==> src/rlsr_regs.svh <==
// register offsets, field positions, reset values and timing counts of the radio setup bank
`ifndef RLSR_REGS_SVH
`define RLSR_REGS_SVH

`define RLSR_OFS_ADDR_WIDTH 5'h03
`define RLSR_OFS_RESEND 5'h04
`define RLSR_OFS_CHANNEL 5'h05
`define RLSR_OFS_RADIO 5'h06

`define RLSR_AW_MSB 1
`define RLSR_AW_LSB 0
`define RLSR_DELAY_MSB 7
`define RLSR_DELAY_LSB 4
`define RLSR_LIMIT_MSB 3
`define RLSR_LIMIT_LSB 0
`define RLSR_CHAN_MSB 6
`define RLSR_CHAN_LSB 0
`define RLSR_LOW_RATE_BIT 5
`define RLSR_LOCK_BIT 4
`define RLSR_FAST_RATE_BIT 3

`define RLSR_AW_RESET 2'h3
`define RLSR_DELAY_RESET 4'h0
`define RLSR_LIMIT_RESET 4'h3
`define RLSR_CHAN_RESET 7'h02
`define RLSR_LOW_RATE_RESET 1'h0
`define RLSR_LOCK_RESET 1'h0
`define RLSR_FAST_RATE_RESET 1'h1

`define RLSR_CLOCK_MHZ 125
`define RLSR_DELAY_STEP_US 250
`define RLSR_DELAY_STEP_CYCLES (`RLSR_DELAY_STEP_US * `RLSR_CLOCK_MHZ)

`endif

==> src/rlsr_pkg.sv <==
// types shared by the radio setup bank
package rlsr_pkg;

	typedef enum logic [1:0] {
		RLSR_RATE_1M = 2'b00,
		RLSR_RATE_2M = 2'b01,
		RLSR_RATE_250K = 2'b10,
		RLSR_RATE_RSVD = 2'b11
	} rlsr_rate_e;

	typedef enum logic [0:0] {
		RLSR_RETRY_IDLE = 1'b0,
		RLSR_RETRY_WAIT = 1'b1
	} rlsr_retry_e;

	// one register command as delivered by the serial command decoder
	typedef struct packed {
		logic wr;
		logic rd;
		logic [4:0] addr;
		logic [7:0] wdata;
	} rlsr_req_s;

endpackage

==> src/rlsr_setup_bank.sv <==
// radio link setup register bank with address width, retry, channel and rate fields
`timescale 1ns/1ps
`include "rlsr_regs.svh"
module rlsr_setup_bank #(
	parameter int STEP_CYCLES = `RLSR_DELAY_STEP_CYCLES // cycles per 250 us delay step
) (
	input wire logic clock_in, // system clock, 125 MHz
	input wire logic rst_n_in, // async reset, active low
	input wire rlsr_pkg::rlsr_req_s req_in, // register command from the serial decoder
	output logic reg_hit_out, // request addresses this bank
	output logic [7:0] reg_rdata_out, // read data, valid the cycle after rd
	input wire logic [39:0] stored_addr_in, // a pipe address as stored
	output logic [39:0] active_addr_out, // the same address cut to the set width
	output logic [2:0] addr_bytes_out, // address width in bytes, 0 when illegal
	output logic addr_illegal_out, // width code 00 is set
	input wire logic tx_new_in, // pulse: a new packet starts
	input wire logic ack_fail_in, // pulse: transmission ended without acknowledge
	output logic resend_out, // pulse: start the retransmission now
	output logic give_up_out, // pulse: retry budget spent or disabled
	output logic [3:0] resend_count_out, // retransmissions of this packet
	output logic [6:0] channel_out, // radio channel select
	output rlsr_pkg::rlsr_rate_e rate_out, // decoded air data rate
	input wire logic synth_lock_in, // lock from the synthesizer
	output logic synth_lock_out // lock as seen by the radio state machine
);
	logic [1:0] addr_width_code_ff;
	logic [3:0] retry_delay_code_ff;
	logic [3:0] retry_limit_ff;
	logic [6:0] channel_select_ff;
	logic low_rate_select_ff;
	logic fast_rate_select_ff;
	logic force_lock_ff;
	rlsr_pkg::rlsr_retry_e retry_state_ff;
	logic [3:0] resend_cnt_ff;
	logic delay_start;
	logic delay_done;

	// ------------------------------------------------------------
	// decode helpers
	// ------------------------------------------------------------
	function automatic logic [2:0] width_bytes(input logic [1:0] code);
		unique case (code)
			2'b01: width_bytes = 3'h3;
			2'b10: width_bytes = 3'h4;
			2'b11: width_bytes = 3'h5;
			2'b00: width_bytes = 3'h0;
		endcase
	endfunction

	function automatic logic hits(input logic [4:0] addr, input logic [4:0] ofs);
		hits = addr == ofs;
	endfunction

	// ------------------------------------------------------------
	// register writes
	// ------------------------------------------------------------
	always_ff @(posedge clock_in or negedge rst_n_in) begin
		if (!rst_n_in) begin
			addr_width_code_ff <= `RLSR_AW_RESET;
		end else if (req_in.wr && hits(req_in.addr, `RLSR_OFS_ADDR_WIDTH)) begin
			addr_width_code_ff <= req_in.wdata[`RLSR_AW_MSB:`RLSR_AW_LSB];
		end
	end

	always_ff @(posedge clock_in or negedge rst_n_in) begin
		if (!rst_n_in) begin
			retry_delay_code_ff <= `RLSR_DELAY_RESET;
			retry_limit_ff <= `RLSR_LIMIT_RESET;
		end else if (req_in.wr && hits(req_in.addr, `RLSR_OFS_RESEND)) begin
			retry_delay_code_ff <= req_in.wdata[`RLSR_DELAY_MSB:`RLSR_DELAY_LSB];
			retry_limit_ff <= req_in.wdata[`RLSR_LIMIT_MSB:`RLSR_LIMIT_LSB];
		end
	end

	always_ff @(posedge clock_in or negedge rst_n_in) begin
		if (!rst_n_in) begin
			channel_select_ff <= `RLSR_CHAN_RESET;
		end else if (req_in.wr && hits(req_in.addr, `RLSR_OFS_CHANNEL)) begin
			channel_select_ff <= req_in.wdata[`RLSR_CHAN_MSB:`RLSR_CHAN_LSB];
		end
	end

	// power and continuous-wave bits are not kept here and read as zero
	always_ff @(posedge clock_in or negedge rst_n_in) begin
		if (!rst_n_in) begin
			low_rate_select_ff <= `RLSR_LOW_RATE_RESET;
			force_lock_ff <= `RLSR_LOCK_RESET;
			fast_rate_select_ff <= `RLSR_FAST_RATE_RESET;
		end else if (req_in.wr && hits(req_in.addr, `RLSR_OFS_RADIO)) begin
			low_rate_select_ff <= req_in.wdata[`RLSR_LOW_RATE_BIT];
			force_lock_ff <= req_in.wdata[`RLSR_LOCK_BIT];
			fast_rate_select_ff <= req_in.wdata[`RLSR_FAST_RATE_BIT];
		end
	end

	// ------------------------------------------------------------
	// register reads
	// ------------------------------------------------------------
	assign reg_hit_out = hits(req_in.addr, `RLSR_OFS_ADDR_WIDTH)
		|| hits(req_in.addr, `RLSR_OFS_RESEND)
		|| hits(req_in.addr, `RLSR_OFS_CHANNEL)
		|| hits(req_in.addr, `RLSR_OFS_RADIO);

	always_ff @(posedge clock_in or negedge rst_n_in) begin
		if (!rst_n_in) begin
			reg_rdata_out <= 8'h00;
		end else if (req_in.rd) begin
			reg_rdata_out <= 8'h00;
			unique case (1'b1)
				hits(req_in.addr, `RLSR_OFS_ADDR_WIDTH): begin
					reg_rdata_out[`RLSR_AW_MSB:`RLSR_AW_LSB] <= addr_width_code_ff;
				end
				hits(req_in.addr, `RLSR_OFS_RESEND): begin
					reg_rdata_out <= {retry_delay_code_ff, retry_limit_ff};
				end
				hits(req_in.addr, `RLSR_OFS_CHANNEL): begin
					reg_rdata_out[`RLSR_CHAN_MSB:`RLSR_CHAN_LSB] <= channel_select_ff;
				end
				hits(req_in.addr, `RLSR_OFS_RADIO): begin
					reg_rdata_out[`RLSR_LOW_RATE_BIT] <= low_rate_select_ff;
					reg_rdata_out[`RLSR_LOCK_BIT] <= force_lock_ff;
					reg_rdata_out[`RLSR_FAST_RATE_BIT] <= fast_rate_select_ff;
				end
				default: begin
				end
			endcase
		end
	end

	// ------------------------------------------------------------
	// field consumers
	// ------------------------------------------------------------
	assign addr_bytes_out = width_bytes(addr_width_code_ff);
	assign addr_illegal_out = addr_width_code_ff == 2'b00;

	// one width for all pipes; an illegal code passes nothing rather than guess a width
	genvar gi;
	generate
		for (gi = 0; gi < 5; gi++) begin : g_byte
			assign active_addr_out[gi*8 +: 8] = (3'(gi) < addr_bytes_out)
				? stored_addr_in[gi*8 +: 8] : 8'h00;
		end
	endgenerate

	assign channel_out = channel_select_ff;
	assign rate_out = low_rate_select_ff ? rlsr_pkg::RLSR_RATE_250K
		: (fast_rate_select_ff ? rlsr_pkg::RLSR_RATE_2M : rlsr_pkg::RLSR_RATE_1M);
	assign synth_lock_out = synth_lock_in || force_lock_ff;

	// ------------------------------------------------------------
	// retransmission control
	// ------------------------------------------------------------
	// a new packet in the same cycle clears the count and must not also start the timer
	assign delay_start = (retry_state_ff == rlsr_pkg::RLSR_RETRY_IDLE) && ack_fail_in
		&& !tx_new_in && (resend_cnt_ff < retry_limit_ff);

	always_ff @(posedge clock_in or negedge rst_n_in) begin
		if (!rst_n_in) begin
			retry_state_ff <= rlsr_pkg::RLSR_RETRY_IDLE;
			resend_cnt_ff <= 4'h0;
			resend_out <= 1'b0;
			give_up_out <= 1'b0;
		end else begin
			resend_out <= 1'b0;
			give_up_out <= 1'b0;
			unique case (retry_state_ff)
				rlsr_pkg::RLSR_RETRY_IDLE: begin
					if (tx_new_in) begin
						resend_cnt_ff <= 4'h0;
					end else if (delay_start) begin
						retry_state_ff <= rlsr_pkg::RLSR_RETRY_WAIT;
					end else if (ack_fail_in) begin
						give_up_out <= 1'b1;
					end
				end
				rlsr_pkg::RLSR_RETRY_WAIT: begin
					if (delay_done) begin
						resend_out <= 1'b1;
						resend_cnt_ff <= resend_cnt_ff + 4'h1;
						retry_state_ff <= rlsr_pkg::RLSR_RETRY_IDLE;
					end
				end
			endcase
		end
	end

	assign resend_count_out = resend_cnt_ff;

	rlsr_delay_timer #(
		.STEP_CYCLES(STEP_CYCLES)
	) u_delay (
		.clock_in(clock_in),
		.rst_n_in(rst_n_in),
		.start_in(delay_start),
		.code_in(retry_delay_code_ff),
		.done_out(delay_done)
	);

	// ------------------------------------------------------------
	// checks
	// ------------------------------------------------------------
	a_width_decode: assert property (@(posedge clock_in) disable iff (!rst_n_in)
		addr_bytes_out == ((addr_width_code_ff == 2'b00) ? 3'h0 : 3'(addr_width_code_ff) + 3'h2))
		else $error("address width decode wrong");

	a_upper_bytes: assert property (@(posedge clock_in) disable iff (!rst_n_in)
		addr_width_code_ff == 2'b01 |-> active_addr_out == {16'h0000, stored_addr_in[23:0]})
		else $error("upper address bytes not cut");

	a_rate_pair: assert property (@(posedge clock_in) disable iff (!rst_n_in)
		low_rate_select_ff |-> rate_out == rlsr_pkg::RLSR_RATE_250K)
		else $error("fast rate bit not ignored");

	a_lock_force: assert property (@(posedge clock_in) disable iff (!rst_n_in)
		force_lock_ff |-> synth_lock_out)
		else $error("forced lock not seen");

	a_reserved_zero: assert property (@(posedge clock_in) disable iff (!rst_n_in)
		req_in.rd && hits(req_in.addr, `RLSR_OFS_CHANNEL) |=> reg_rdata_out[7] == 1'b0)
		else $error("reserved bit reads one");

	a_write_read: assert property (@(posedge clock_in) disable iff (!rst_n_in)
		req_in.wr && hits(req_in.addr, `RLSR_OFS_RESEND) ##1 !req_in.wr ##1 req_in.rd
		&& hits(req_in.addr, `RLSR_OFS_RESEND) && !req_in.wr
		|=> reg_rdata_out == $past(req_in.wdata, 3))
		else $error("read back differs from write");

	a_limit_zero: assert property (@(posedge clock_in) disable iff (!rst_n_in)
		retry_limit_ff == 4'h0 && ack_fail_in && !tx_new_in
		&& retry_state_ff == rlsr_pkg::RLSR_RETRY_IDLE |=> give_up_out && !resend_out)
		else $error("retransmit not disabled");

	a_retry_cap: assert property (@(posedge clock_in) disable iff (!rst_n_in)
		resend_out |-> resend_cnt_ff <= retry_limit_ff && resend_cnt_ff != 4'h0)
		else $error("too many retransmits");

	a_channel_reset: assert property (@(posedge clock_in)
		$rose(rst_n_in) |-> channel_out == 7'h02)
		else $error("channel reset value wrong");

endmodule

==> src/rlsr_delay_timer.sv <==
// retransmit delay timer: waits (code + 1) steps of a fixed cycle count
`timescale 1ns/1ps
`include "rlsr_regs.svh"
module rlsr_delay_timer #(
	parameter int STEP_CYCLES = `RLSR_DELAY_STEP_CYCLES
) (
	input wire logic clock_in, // system clock
	input wire logic rst_n_in, // async reset, active low
	input wire logic start_in, // pulse: a transmission has just ended
	input wire logic [3:0] code_in, // delay code sampled at start
	output logic done_out // pulse: the wait is over
);
	logic [15:0] pre_ff;
	logic [3:0] steps_ff;
	logic busy_ff;
	logic tick;

	// ------------------------------------------------------------
	// step divider
	// ------------------------------------------------------------
	// restarts with every start so each step is a full step long
	assign tick = busy_ff && (pre_ff == 16'(STEP_CYCLES - 1));

	always_ff @(posedge clock_in or negedge rst_n_in) begin
		if (!rst_n_in) begin
			pre_ff <= 16'h0000;
		end else if (start_in || tick) begin
			pre_ff <= 16'h0000;
		end else if (busy_ff) begin
			pre_ff <= pre_ff + 16'h0001;
		end
	end

	// ------------------------------------------------------------
	// step counter
	// ------------------------------------------------------------
	always_ff @(posedge clock_in or negedge rst_n_in) begin
		if (!rst_n_in) begin
			steps_ff <= 4'h0;
			busy_ff <= 1'b0;
			done_out <= 1'b0;
		end else begin
			done_out <= 1'b0;
			if (start_in) begin
				steps_ff <= code_in;
				busy_ff <= 1'b1;
			end else if (tick) begin
				if (steps_ff == 4'h0) begin
					busy_ff <= 1'b0;
					done_out <= 1'b1;
				end else begin
					steps_ff <= steps_ff - 4'h1;
				end
			end
		end
	end

	// helper: cycles since the last start, and the code it carried
	logic [19:0] since_ff;
	logic [3:0] code_ff;
	always_ff @(posedge clock_in or negedge rst_n_in) begin
		if (!rst_n_in) begin
			since_ff <= 20'h0_0000;
			code_ff <= 4'h0;
		end else if (start_in) begin
			since_ff <= 20'h0_0001;
			code_ff <= code_in;
		end else if (since_ff != 20'hF_FFFF) begin
			since_ff <= since_ff + 20'h0_0001;
		end
	end

	a_delay_length: assert property (@(posedge clock_in) disable iff (!rst_n_in)
		done_out |-> since_ff == 20'((32'(code_ff) + 1) * STEP_CYCLES + 1))
		else $error("retransmit delay length wrong");

endmodule

==> config.mk <==
export PLATFORM = sky130hd
export DESIGN_NAME = rlsr_setup_bank
export DESIGN_NICKNAME = d
export VERILOG_FILES = /design/src/rlsr_pkg.sv /design/src/rlsr_setup_bank.sv /design/src/rlsr_delay_timer.sv
export VERILOG_INCLUDE_DIRS = /design/src /design/src/src
export SDC_FILE = /design/constraint.sdc
export NUM_CORES = 1
export LEC_CHECK = 0
export ABC_AREA = 1
export BUFFER_PORTS_ARGS = -buffer_cell sky130_fd_sc_hd__buf_4
export CAP_MARGIN = 5
export CORE_UTILIZATION = 50
export DETAILED_ROUTE_END_ITERATION = 8
export GPL_TIMING_DRIVEN = 0
export PLACE_DENSITY = 0.81
export RECOVER_POWER = 100
export SYNTH_ARGS = -nofsm -noshare
export SYNTH_HDL_FRONTEND = slang
export SYNTH_SLANG_ARGS = --single-unit
==> constraint.sdc <==
create_clock -name clock_in -period 1.9 [get_ports clock_in]
set_input_delay 0.475 -clock clock_in [delete_from_list [all_inputs] [get_ports clock_in]]
set_output_delay 0.475 -clock clock_in [all_outputs]
set_load 0.03 [all_outputs]
# ---- Yosys cells after proc, flatten, opt, wreduce, memory -nomap -nowiden
# Cells that the tools add are included.
dict set report totals {
  regBits 57
  wordCells 96
  in_bits 60
  output_inout_bits 69
}
dict set report op_classes {
  n_eq_ne 11
  muxes 37
  addsub 3
  n_reduce_logical 22
  magnitude_cmp 6
  bitwise 1
}
# cell count
set op_table {}
lappend op_table {{2-to-1 mux 8 bit} 5}
lappend op_table {{2-to-1 mux 16 bit} 2}
lappend op_table {{2-to-1 mux 4 bit} 5}
lappend op_table {{2-to-1 mux 1 bit} 17}
lappend op_table {{adder 16 x 1 -> 16 bit, second input constant} 1}
lappend op_table {{== test 16 x 15 -> 1 bit, second input constant} 1}
lappend op_table {{== test 5 x 3 -> 1 bit, second input constant} 3}
lappend op_table {{case mux 3 bit (4 select lines)} 1}
lappend op_table {{case mux 3 bit (3 select lines)} 1}
lappend op_table {{logical AND 1 bit} 8}
lappend op_table {{case mux 4 bit (2 select lines)} 1}
lappend op_table {{< comparator 1 x 3 -> 1 bit, first input constant} 2}
lappend op_table {{< comparator 2 x 3 -> 1 bit, first input constant} 2}
lappend op_table {{case mux 1 bit (2 select lines)} 3}
lappend op_table {{case mux 2 bit (3 select lines)} 1}
lappend op_table {{AND reduction 2 bit} 3}
lappend op_table {{nonzero test 2 bit} 3}
lappend op_table {{== test 5 x 2 -> 1 bit, second input constant} 1}
lappend op_table {{logical OR 1 bit} 5}
lappend op_table {{adder 4 x 1 -> 4 bit, second input constant} 1}
lappend op_table {{== test 2 bit, second input constant} 2}
lappend op_table {{logical NOT 4 bit} 1}
lappend op_table {{< comparator 4 bit} 1}
lappend op_table {{!= test 2 x 1 -> 1 bit, second input constant} 2}
lappend op_table {{other kinds (8)} 8}

# ---- Longest topological paths before layout
# Gate-level depths: netlist of run 1.
dict set report depth {
  depth_word 7
  ltp_mapped 11
  mapped_depth_nobuf 10
}

# ---- Hierarchy
# From an unflattened synthesis of run 1, not the netlist that was laid out.
dict set report unflattened {
  cells_unflattened 507
  area_unflattened_um2 3590.9
}
# mod cells_per_inst instances seq_area_each_um2 area_each_um2
set modules_own_cells {}
lappend modules_own_cells {rlsr_setup_bank 298 1 883.3 2147.1}
lappend modules_own_cells {rlsr_delay_timer 209 1 550.5 1443.9}

# ---- Least setup slack after synthesis of run 1
# Ideal clock, no wire load.
dict set report synth_path {
  path_type {register to output}
  startpoint {register addr_width_code_ff[1]}
  endpoint {output port active_addr_out[13]}
  path_buffers 1
  required_time_ps 1425
  t_arrival_ps 1438
  stages_incl_launch_ff 4
  path_slack_ps -13
  path_cell_list {dfstp_2 -> nor2_1 -> clkbuf_1 -> nor2_1}
}
dict set report synth_via {
  elab_chain_cells 4
  elab_cells_between_ends 7
  cone_classes {1 x order compare; 3 x eq/ne; 2 x mux; 1 x reduce/logical}
}
# item line
set synth_lines {}
lappend synth_lines {{from (decl)} rlsr_setup_bank.sv:26} ;# logic [1:0] addr_width_code_ff;
lappend synth_lines {{from (signal assigned)} rlsr_setup_bank.sv:59} ;# addr_width_code_ff <= `RLSR_AW_RESET;
lappend synth_lines {{from (signal assigned)} rlsr_setup_bank.sv:61} ;# addr_width_code_ff <= req_in.wdata[`RLSR_AW_MSB:`RLSR_AW_LSB];
lappend synth_lines {{logical NOT 2 bit} n/a}
lappend synth_lines {{via addr_illegal_out} rlsr_setup_bank.sv:15} ;# output logic addr_illegal_out,
lappend synth_lines {{case mux 3 bit (4 select lines)} rlsr_setup_bank.sv:42} ;# unique case (code)
lappend synth_lines {{< comparator 1 x 3 -> 1 bit} rlsr_setup_bank.sv:140} ;# assign active_addr_out[gi*8 +: 8] = (3'(gi) < addr_bytes_out)
lappend synth_lines {{2-to-1 mux 8 bit} rlsr_setup_bank.sv:141} ;# ? stored_addr_in[gi*8 +: 8] : 8'h00;
lappend synth_lines {{to (decl)} rlsr_setup_bank.sv:13} ;# output logic [39:0] active_addr_out,
# The timed path passes the listed nets, and every way through them passes these cells.

# ---- Worst setup path in the final report of run 1
dict set report layout_path {
  startpoint {register addr_width_code_ff[0]}
  endpoint {output port active_addr_out[12]}
}
dict set report layout_via {
  elab_chain_cells 4
  elab_cells_between_ends 7
  cone_classes {1 x order compare; 3 x eq/ne; 2 x mux; 1 x reduce/logical}
}
# item line
set layout_lines {}
lappend layout_lines {{== test 2 bit (tied with other cells)} rlsr_setup_bank.sv:42}
lappend layout_lines {{case mux 3 bit (4 select lines) (*)} rlsr_setup_bank.sv:42}
lappend layout_lines {{< comparator 1 x 3 -> 1 bit (*)} rlsr_setup_bank.sv:140}
lappend layout_lines {{2-to-1 mux 8 bit (*)} rlsr_setup_bank.sv:141}
# Mark *: on every way between the ends. The rest lies on a longest branch, timed or not.

==> impl_metrics.yaml, run 1 <==
status:
  status: "finished with violations"
  violations: "setup timing"
global_route:
  grt_antenna_before_repair: 0
  grt_first_pass_wirelength_um: 15000
  grt_max_degree: 58
  grt-ovfl-total: 0
  grt_pass1_vias: 3245
  grt_usage_pct: 26.2
floorplan:
  die_w_um: 85.8
  fp-row-count: 30
  io_pins: 129
  start_util_pct: 51.7
  die_h_um: 85.8
  dieArea_um2: 7370
  core_um2: 6790
logic_synthesis:
  synth_edf_count: 0
  synth_cell_types: 36
  synthFlopType: "dfrtp_1"
  yosys.area.top_type_share_pct: 36.3
  yosysSeqAreaShare_pct: 40.8
  async_flop_share_pct: 100
  syn-instance-count: 498
  yosysTopAreaCell: "dfrtp_1"
  ys_warn_count: 0
  synthTopCellsByCount: "nand2_1, inv_1, nor2_1, dfrtp_1, nand3_1"
  yosysMostFrequentCell: "nand2_1"
  syn-num-nets: 566
  ys_top_cells_by_area: "dfrtp_1, nand2_1, inv_1, nor2_1, dfstp_2"
  postSynthAreaPerCell_um2: 7.05
  netlist_area_um2: 3510
  synth-seq-cells: 57
layout:
  final_core_utilization_pct: 71.4
  final_area_um2: 4850
  area_growth_pct: 38.1
  nets: 712
  num_antenna_cells: 0
  fillers: 535
  drive_gt1_share_pct: 28.4
sta:
  maxSlewViolCount: 0
  skew_ps: 9.18
  finalSetupViolations: 1
  max_freq_mhz: 516
  rsz0062_at_grt: "yes"
  setup_slack_ps: -37.8
  slew_headroom_pct: 9.10
  worst_slew_pin_slew_ps: 1360
  post-route-period-util_pct: 102
  hold_viol_final: 0
  period_needed_ps: 1940
setup_path:
  crit_path_start_kind: "flip-flop"
  crit_buf_inv: 2
  crit_type: "flip-flop to output pin"
  cp_slowest_stage_delay_ps: 590
  crit_slowest_cell: "dfstp_2"
  cp.arrival_ps: 1460
  crit_path_end_kind: "output pin"
  path_cells: "nor2_4 -> buf_8 -> nor2_1 -> buf_4"
  required_ps: 1420
  critPathMaxFanout: 10
  path_delay_family: "flip-flops"
routing:
  vias_per_cell: 4.79
  wl_um: 9590
  drt_first_iter_violations: 201
  vias: 3565
  wl_per_cell_um: 12.9
  first_pass_iters: 4
  post-route-drc-count: 0
  ant_nets: 0
clocking:
  cts_root_buf: "clkbuf_8"
  cts_buffers: 9
  holdBufCountCts: 0
  cts_htree_levels: 3
  cts_num_sinks: 57
  cts_max_path_buffers: 2
  clk_pin_slew_ps: 70
  cts_tree: "done"
  insertion_delay_ps: 330
power:
  power_density_nw_per_um2: 767
  p_leak_nw: 2.64
  ir_drop_mv: 0.478
place:
  port_buffers: 128
  routabilityCongestion: 0.935
  place_hpwl_um: 7100
  postPlaceCellArea_um2: 4600
job:
  drv_cap: 0
min_path:
  min_path_type: "input port to flip-flop"
metrics by stage:
| step | power [W] | std cells | setup slack, ps | setup TNS [ps] | hold slack, ps |
|---|---|---|---|---|---|
| finish | 0.00372 | 745 | -37.8 | -37.8 | 402 |
| global route | 0.00390 | 745 | -122 | -1020 | 388 |
| CTS | 0.00371 | 741 | 7.45 | 0 | 210 |
| detailed placement | 0.00249 | 722 | 19.2 | 0 | 468 |
| global placement | 0.00247 | 722 | 59.2 | 0 | 465 |
| floorplan | 0.00203 | 498 | 84.2 | 0 | 179 |
report_power, final:
part	internal [W]	switching (W)
Combinational	0.000444	0.000714
Clock	0.000712	0.000455
Sequential	0.00132	0.0000767
Total	0.00247	0.00125
worst register-to-register path, delay by kind of cell (launching register included):
kind,cells,cell delay [ps]
fa+ha+maj,1,260
simple gates,8,670
buf+inv,2,240
flops,1,540
what timing repair did:
action	4_1_cts	5_1_grt
setup buffers	3	4
gates resized for setup	9	30
pin swaps	0	2
setup endpoints to repair	29	53
cloned	0	0
logic make-up (layout without fill, tap and decap cells):
family / Yosys count / after routing / share of synthesized area [%]
AO/OA/AOI/OAI: 37 / 37 / 6.62
XOR/XNOR: 11 / 11 / 2.74
adder cells (fa/ha/maj): 8 / 8 / 2.85
buffers and inverters: 96 / 247 / 11.1
flip-flops: 57 / 57 / 40.8
AND/OR/NAND/NOR: 289 / 289 / 35.9
state kept, by name, indices dropped and copies added (netlist names), 2 cells and up:
name	count
addr_width_code_ff	2
channel_out	7
reg_rdata_out	8
resend_count_out	4
retry_delay_code_ff	4
retry_limit_ff	4
u_delay.pre_ff	16
u_delay.steps_ff	4
routing by layer:
| layer | GRT usage (%) | up-vias | wire length, um |
|---|---|---|---|
| li1 | - | 1796 | - |
| met1 | 31.1 | 1645 | 4040 |
| met2 | 44.8 | 108 | 4820 |
| met3 | 6.83 | 16 | 527 |
| met4 | 11.8 | 0 | 201 |
| met5 | 0 | - | 0 |
cells in the final DEF (no fill, tap or decap), types with 3 or more instances in the layout:
master    instances
buf_4           102
o21ai_0          19
clkbuf_1         29
nand4_1           8
xnor2_1           3
xor2_1            8
nor2_4            6
inv_2             7
clkbuf_2          5
inv_1            75
nand3_1          18
o21ai_1           5
nand2_1         173
dfrtp_1          51
a31oi_1           3
nor2_2           12
buf_6            11
o21ai_2           4
clkbuf_8         12
nand2_2           3
nor2_1           58
ha_1              7
dfstp_2           6
path summary, 6_finish.rpt:
path	start	endpoint	slack [ps]	cells after the start
setup / recovery	addr_width_code_ff[0]	active_addr_out[12]	-40	4
hold / removal	req_in[7]	retry_delay_code_ff[3]	400	3
setup reg to reg	retry_limit_ff[1]	u_delay.steps_ff[1]	70	11
hold reg to reg	retry_limit_ff[3]	retry_limit_ff[3]	490	2
max in group asynchronous	rst_n_in	channel_out[5]	620	1
min in group asynchronous	rst_n_in	u_delay.steps_ff[3]	460	1
final cells by class:
cell class	count	area (um^2)	area share, %
Multi-Input combinational cell	345	1730	35.6
Sequential cell	57	1430	29.6
Timing Repair Buffer	135	950	19.6
Inverter	83	312	6.42
Clock buffer	14	173	3.56
Tap cell	96	120	2.48
Buffer	13	101	2.09
Clock inverter	2	35.0	0.722
Power figures use the tool's default switching activity.
==> inputs of run 2 (changes only) <==
- SKIP_CTS_REPAIR_TIMING: unset -> 1
==> run 2 against run 1 <==
The flow still finishes with violations (setup timing); utilization grew 1.8 points; worst setup slack got worse by 43 ps; clock power barely moved; final cell count increased by 0.27%; clock-buffer cell count stayed put; via count is 2.4% higher; critical path type unchanged; critical endpoint is now active_addr_out[14]; largest cell class unchanged.
==> impl_metrics.yaml, run 2 (synthesized netlist as in run 1, its figures left out) <==
status:
  status: "finished with violations"
  violations: "setup timing"
clocking:
  cts_tree: "done"
  cts_max_path_buffers: 2
  clk_pin_slew_ps: 70
  cts_buffers: 9
  insertion_delay_ps: 340
  cts_htree_levels: 3
  cts_num_sinks: 57
  cts_root_buf: "clkbuf_8"
place:
  place_hpwl_um: 7100
  routabilityCongestion: 0.935
  port_buffers: 128
setup_path:
  crit_path_start_kind: "flip-flop"
  ff2ff_setup_slack_ps: 80
  reg2reg_from: "retry_limit_ff[1]"
  r2r_cells: 11
  cp-startpoint: "addr_width_code_ff[0]"
  critPathMaxFanout: 7
  required_ps: 1420
  crit_path_end_kind: "output pin"
  endpoint: "active_addr_out[14]"
  rr_endpoint: "u_delay.steps_ff[1]"
  crit_type: "flip-flop to output pin"
  cp.arrival_ps: 1510
min_path:
  min_path_type: "input port to flip-flop"
power:
  p_switching_w: 0.00134
  power_density_nw_per_um2: 776
  p_leak_nw: 2.66
  switching_share_pct: 34.6
  pwr-share-clk_pct: 30.5
  seq_power_share_pct: 36.3
  comb_power_share_pct: 33.1
  p_int_w: 0.00252
  ir_drop_mv: 0.477
routing:
  wl_per_cell_um: 13.9
  ant_nets: 0
  first_pass_iters: 5
  wl_um: 10400
  vias: 3650
  vias_per_cell: 4.89
  post-route-drc-count: 0
  drt_first_iter_violations: 217
global_route:
  grt_pass1_vias: 3208
  grt_usage_pct: 26.0
  grt_first_pass_wirelength_um: 14800
  grt_antenna_before_repair: 0
  grt-ovfl-total: 0
  grt_max_degree: 58
layout:
  multiInputGateArea_um2: 1800
  drive_gt1_share_pct: 30.1
  area_growth_pct: 41.6
  largest-register: "u_delay.pre_ff"
  mostFrequentLayoutCell: "nand2_1"
  seqCellArea_um2: 1430
  layout_common_cells: "nand2_1, buf_4, inv_1"
  largest_reg_flops: 16
  final_core_utilization_pct: 73.2
  fillers: 516
  nets: 714
  num_antenna_cells: 0
job:
  drv_cap: 0
floorplan:
  core_um2: 6790
  die_w_um: 85.8
  start_util_pct: 51.7
  io_pins: 129
  dieArea_um2: 7370
  die_h_um: 85.8
  fp-row-count: 30
sta:
  slew_headroom_pct: 8.87
  setup_slack_ps: -81.2
  post-route-period-util_pct: 104
  finalSetupViolations: 24
  maxSlewViolCount: 0
  period_needed_ps: 1980
  rsz0062_at_grt: "yes"
  worst_slew_pin_slew_ps: 1370
  skew_ps: 8.74
  holdWs_ps: 390
  max_freq_mhz: 505
  hold_viol_final: 0
## run 2: cell type report
type | instances | area share [%]
plain buffers | 13 | 1.89
well taps | 96 | 2.41
clock inverters | 2 | 0.704
multi-input cells | 346 | 36.1
clock buffers | 14 | 3.47
flip-flops and latches | 57 | 28.8
repair buffers | 136 | 20.4
inverters | 83 | 6.26
## run 2: power groups by stage
stage          Sequential [W]  Combinational (W)  Clock, W
3_5_place_dp          0.00141            0.00108         0
3_3_place_gp          0.00141            0.00106         0
2_1_floorplan         0.00146           0.000564         0
4_1_cts               0.00139            0.00108   0.00119
5_1_grt               0.00141            0.00135   0.00126
6_report              0.00140            0.00128   0.00118
## run 2: worst min-delay path by stage
stage | start | end | slack [ps] | depth (start not counted)
2_1_floorplan | rst_n_in | channel_out[0] | 180 | 0
3_3_place_gp | u_delay.steps_ff[0] | u_delay.steps_ff[0] | 460 | 2
3_5_place_dp | retry_limit_ff[3] | retry_limit_ff[3] | 470 | 2
4_1_cts | rst_n_in | resend_count_out[3] | 210 | 1
5_1_grt | req_in[7] | retry_delay_code_ff[3] | 390 | 3
6_report | req_in[7] | retry_delay_code_ff[3] | 390 | 3
## run 2: worst max-delay path: stages, from the launching register on
cell	delay, ps
dfstp_2	640
nor2_4	90
buf_6	150
nor2_2	130
buf_6	150
## run 2: per-layer routing
| metal | wire (um) | share of wire [%] | GRT usage (%) |
|---|---|---|---|
| met1 | 4240 | 41 | 30.9 |
| met2 | 5250 | 51 | 44.2 |
| met3 | 579 | 5.6 | 6.74 |
| met4 | 295 | 2.8 | 11.8 |
| met5 | 0 | 0 | 0 |
## run 2: per-stage QoR
step,cells,instance area [um^2],setup TNS (ps),total power (W),setup slack (ps)
global route,747,4980,-2400,0.00402,-138
finish,747,4980,-702,0.00386,-81.2
CTS,738,4800,-5890,0.00366,-301
global placement,722,4600,0,0.00247,59.2
detailed placement,722,4600,0,0.00249,19.2
floorplan,498,3510,0,0.00203,84.2
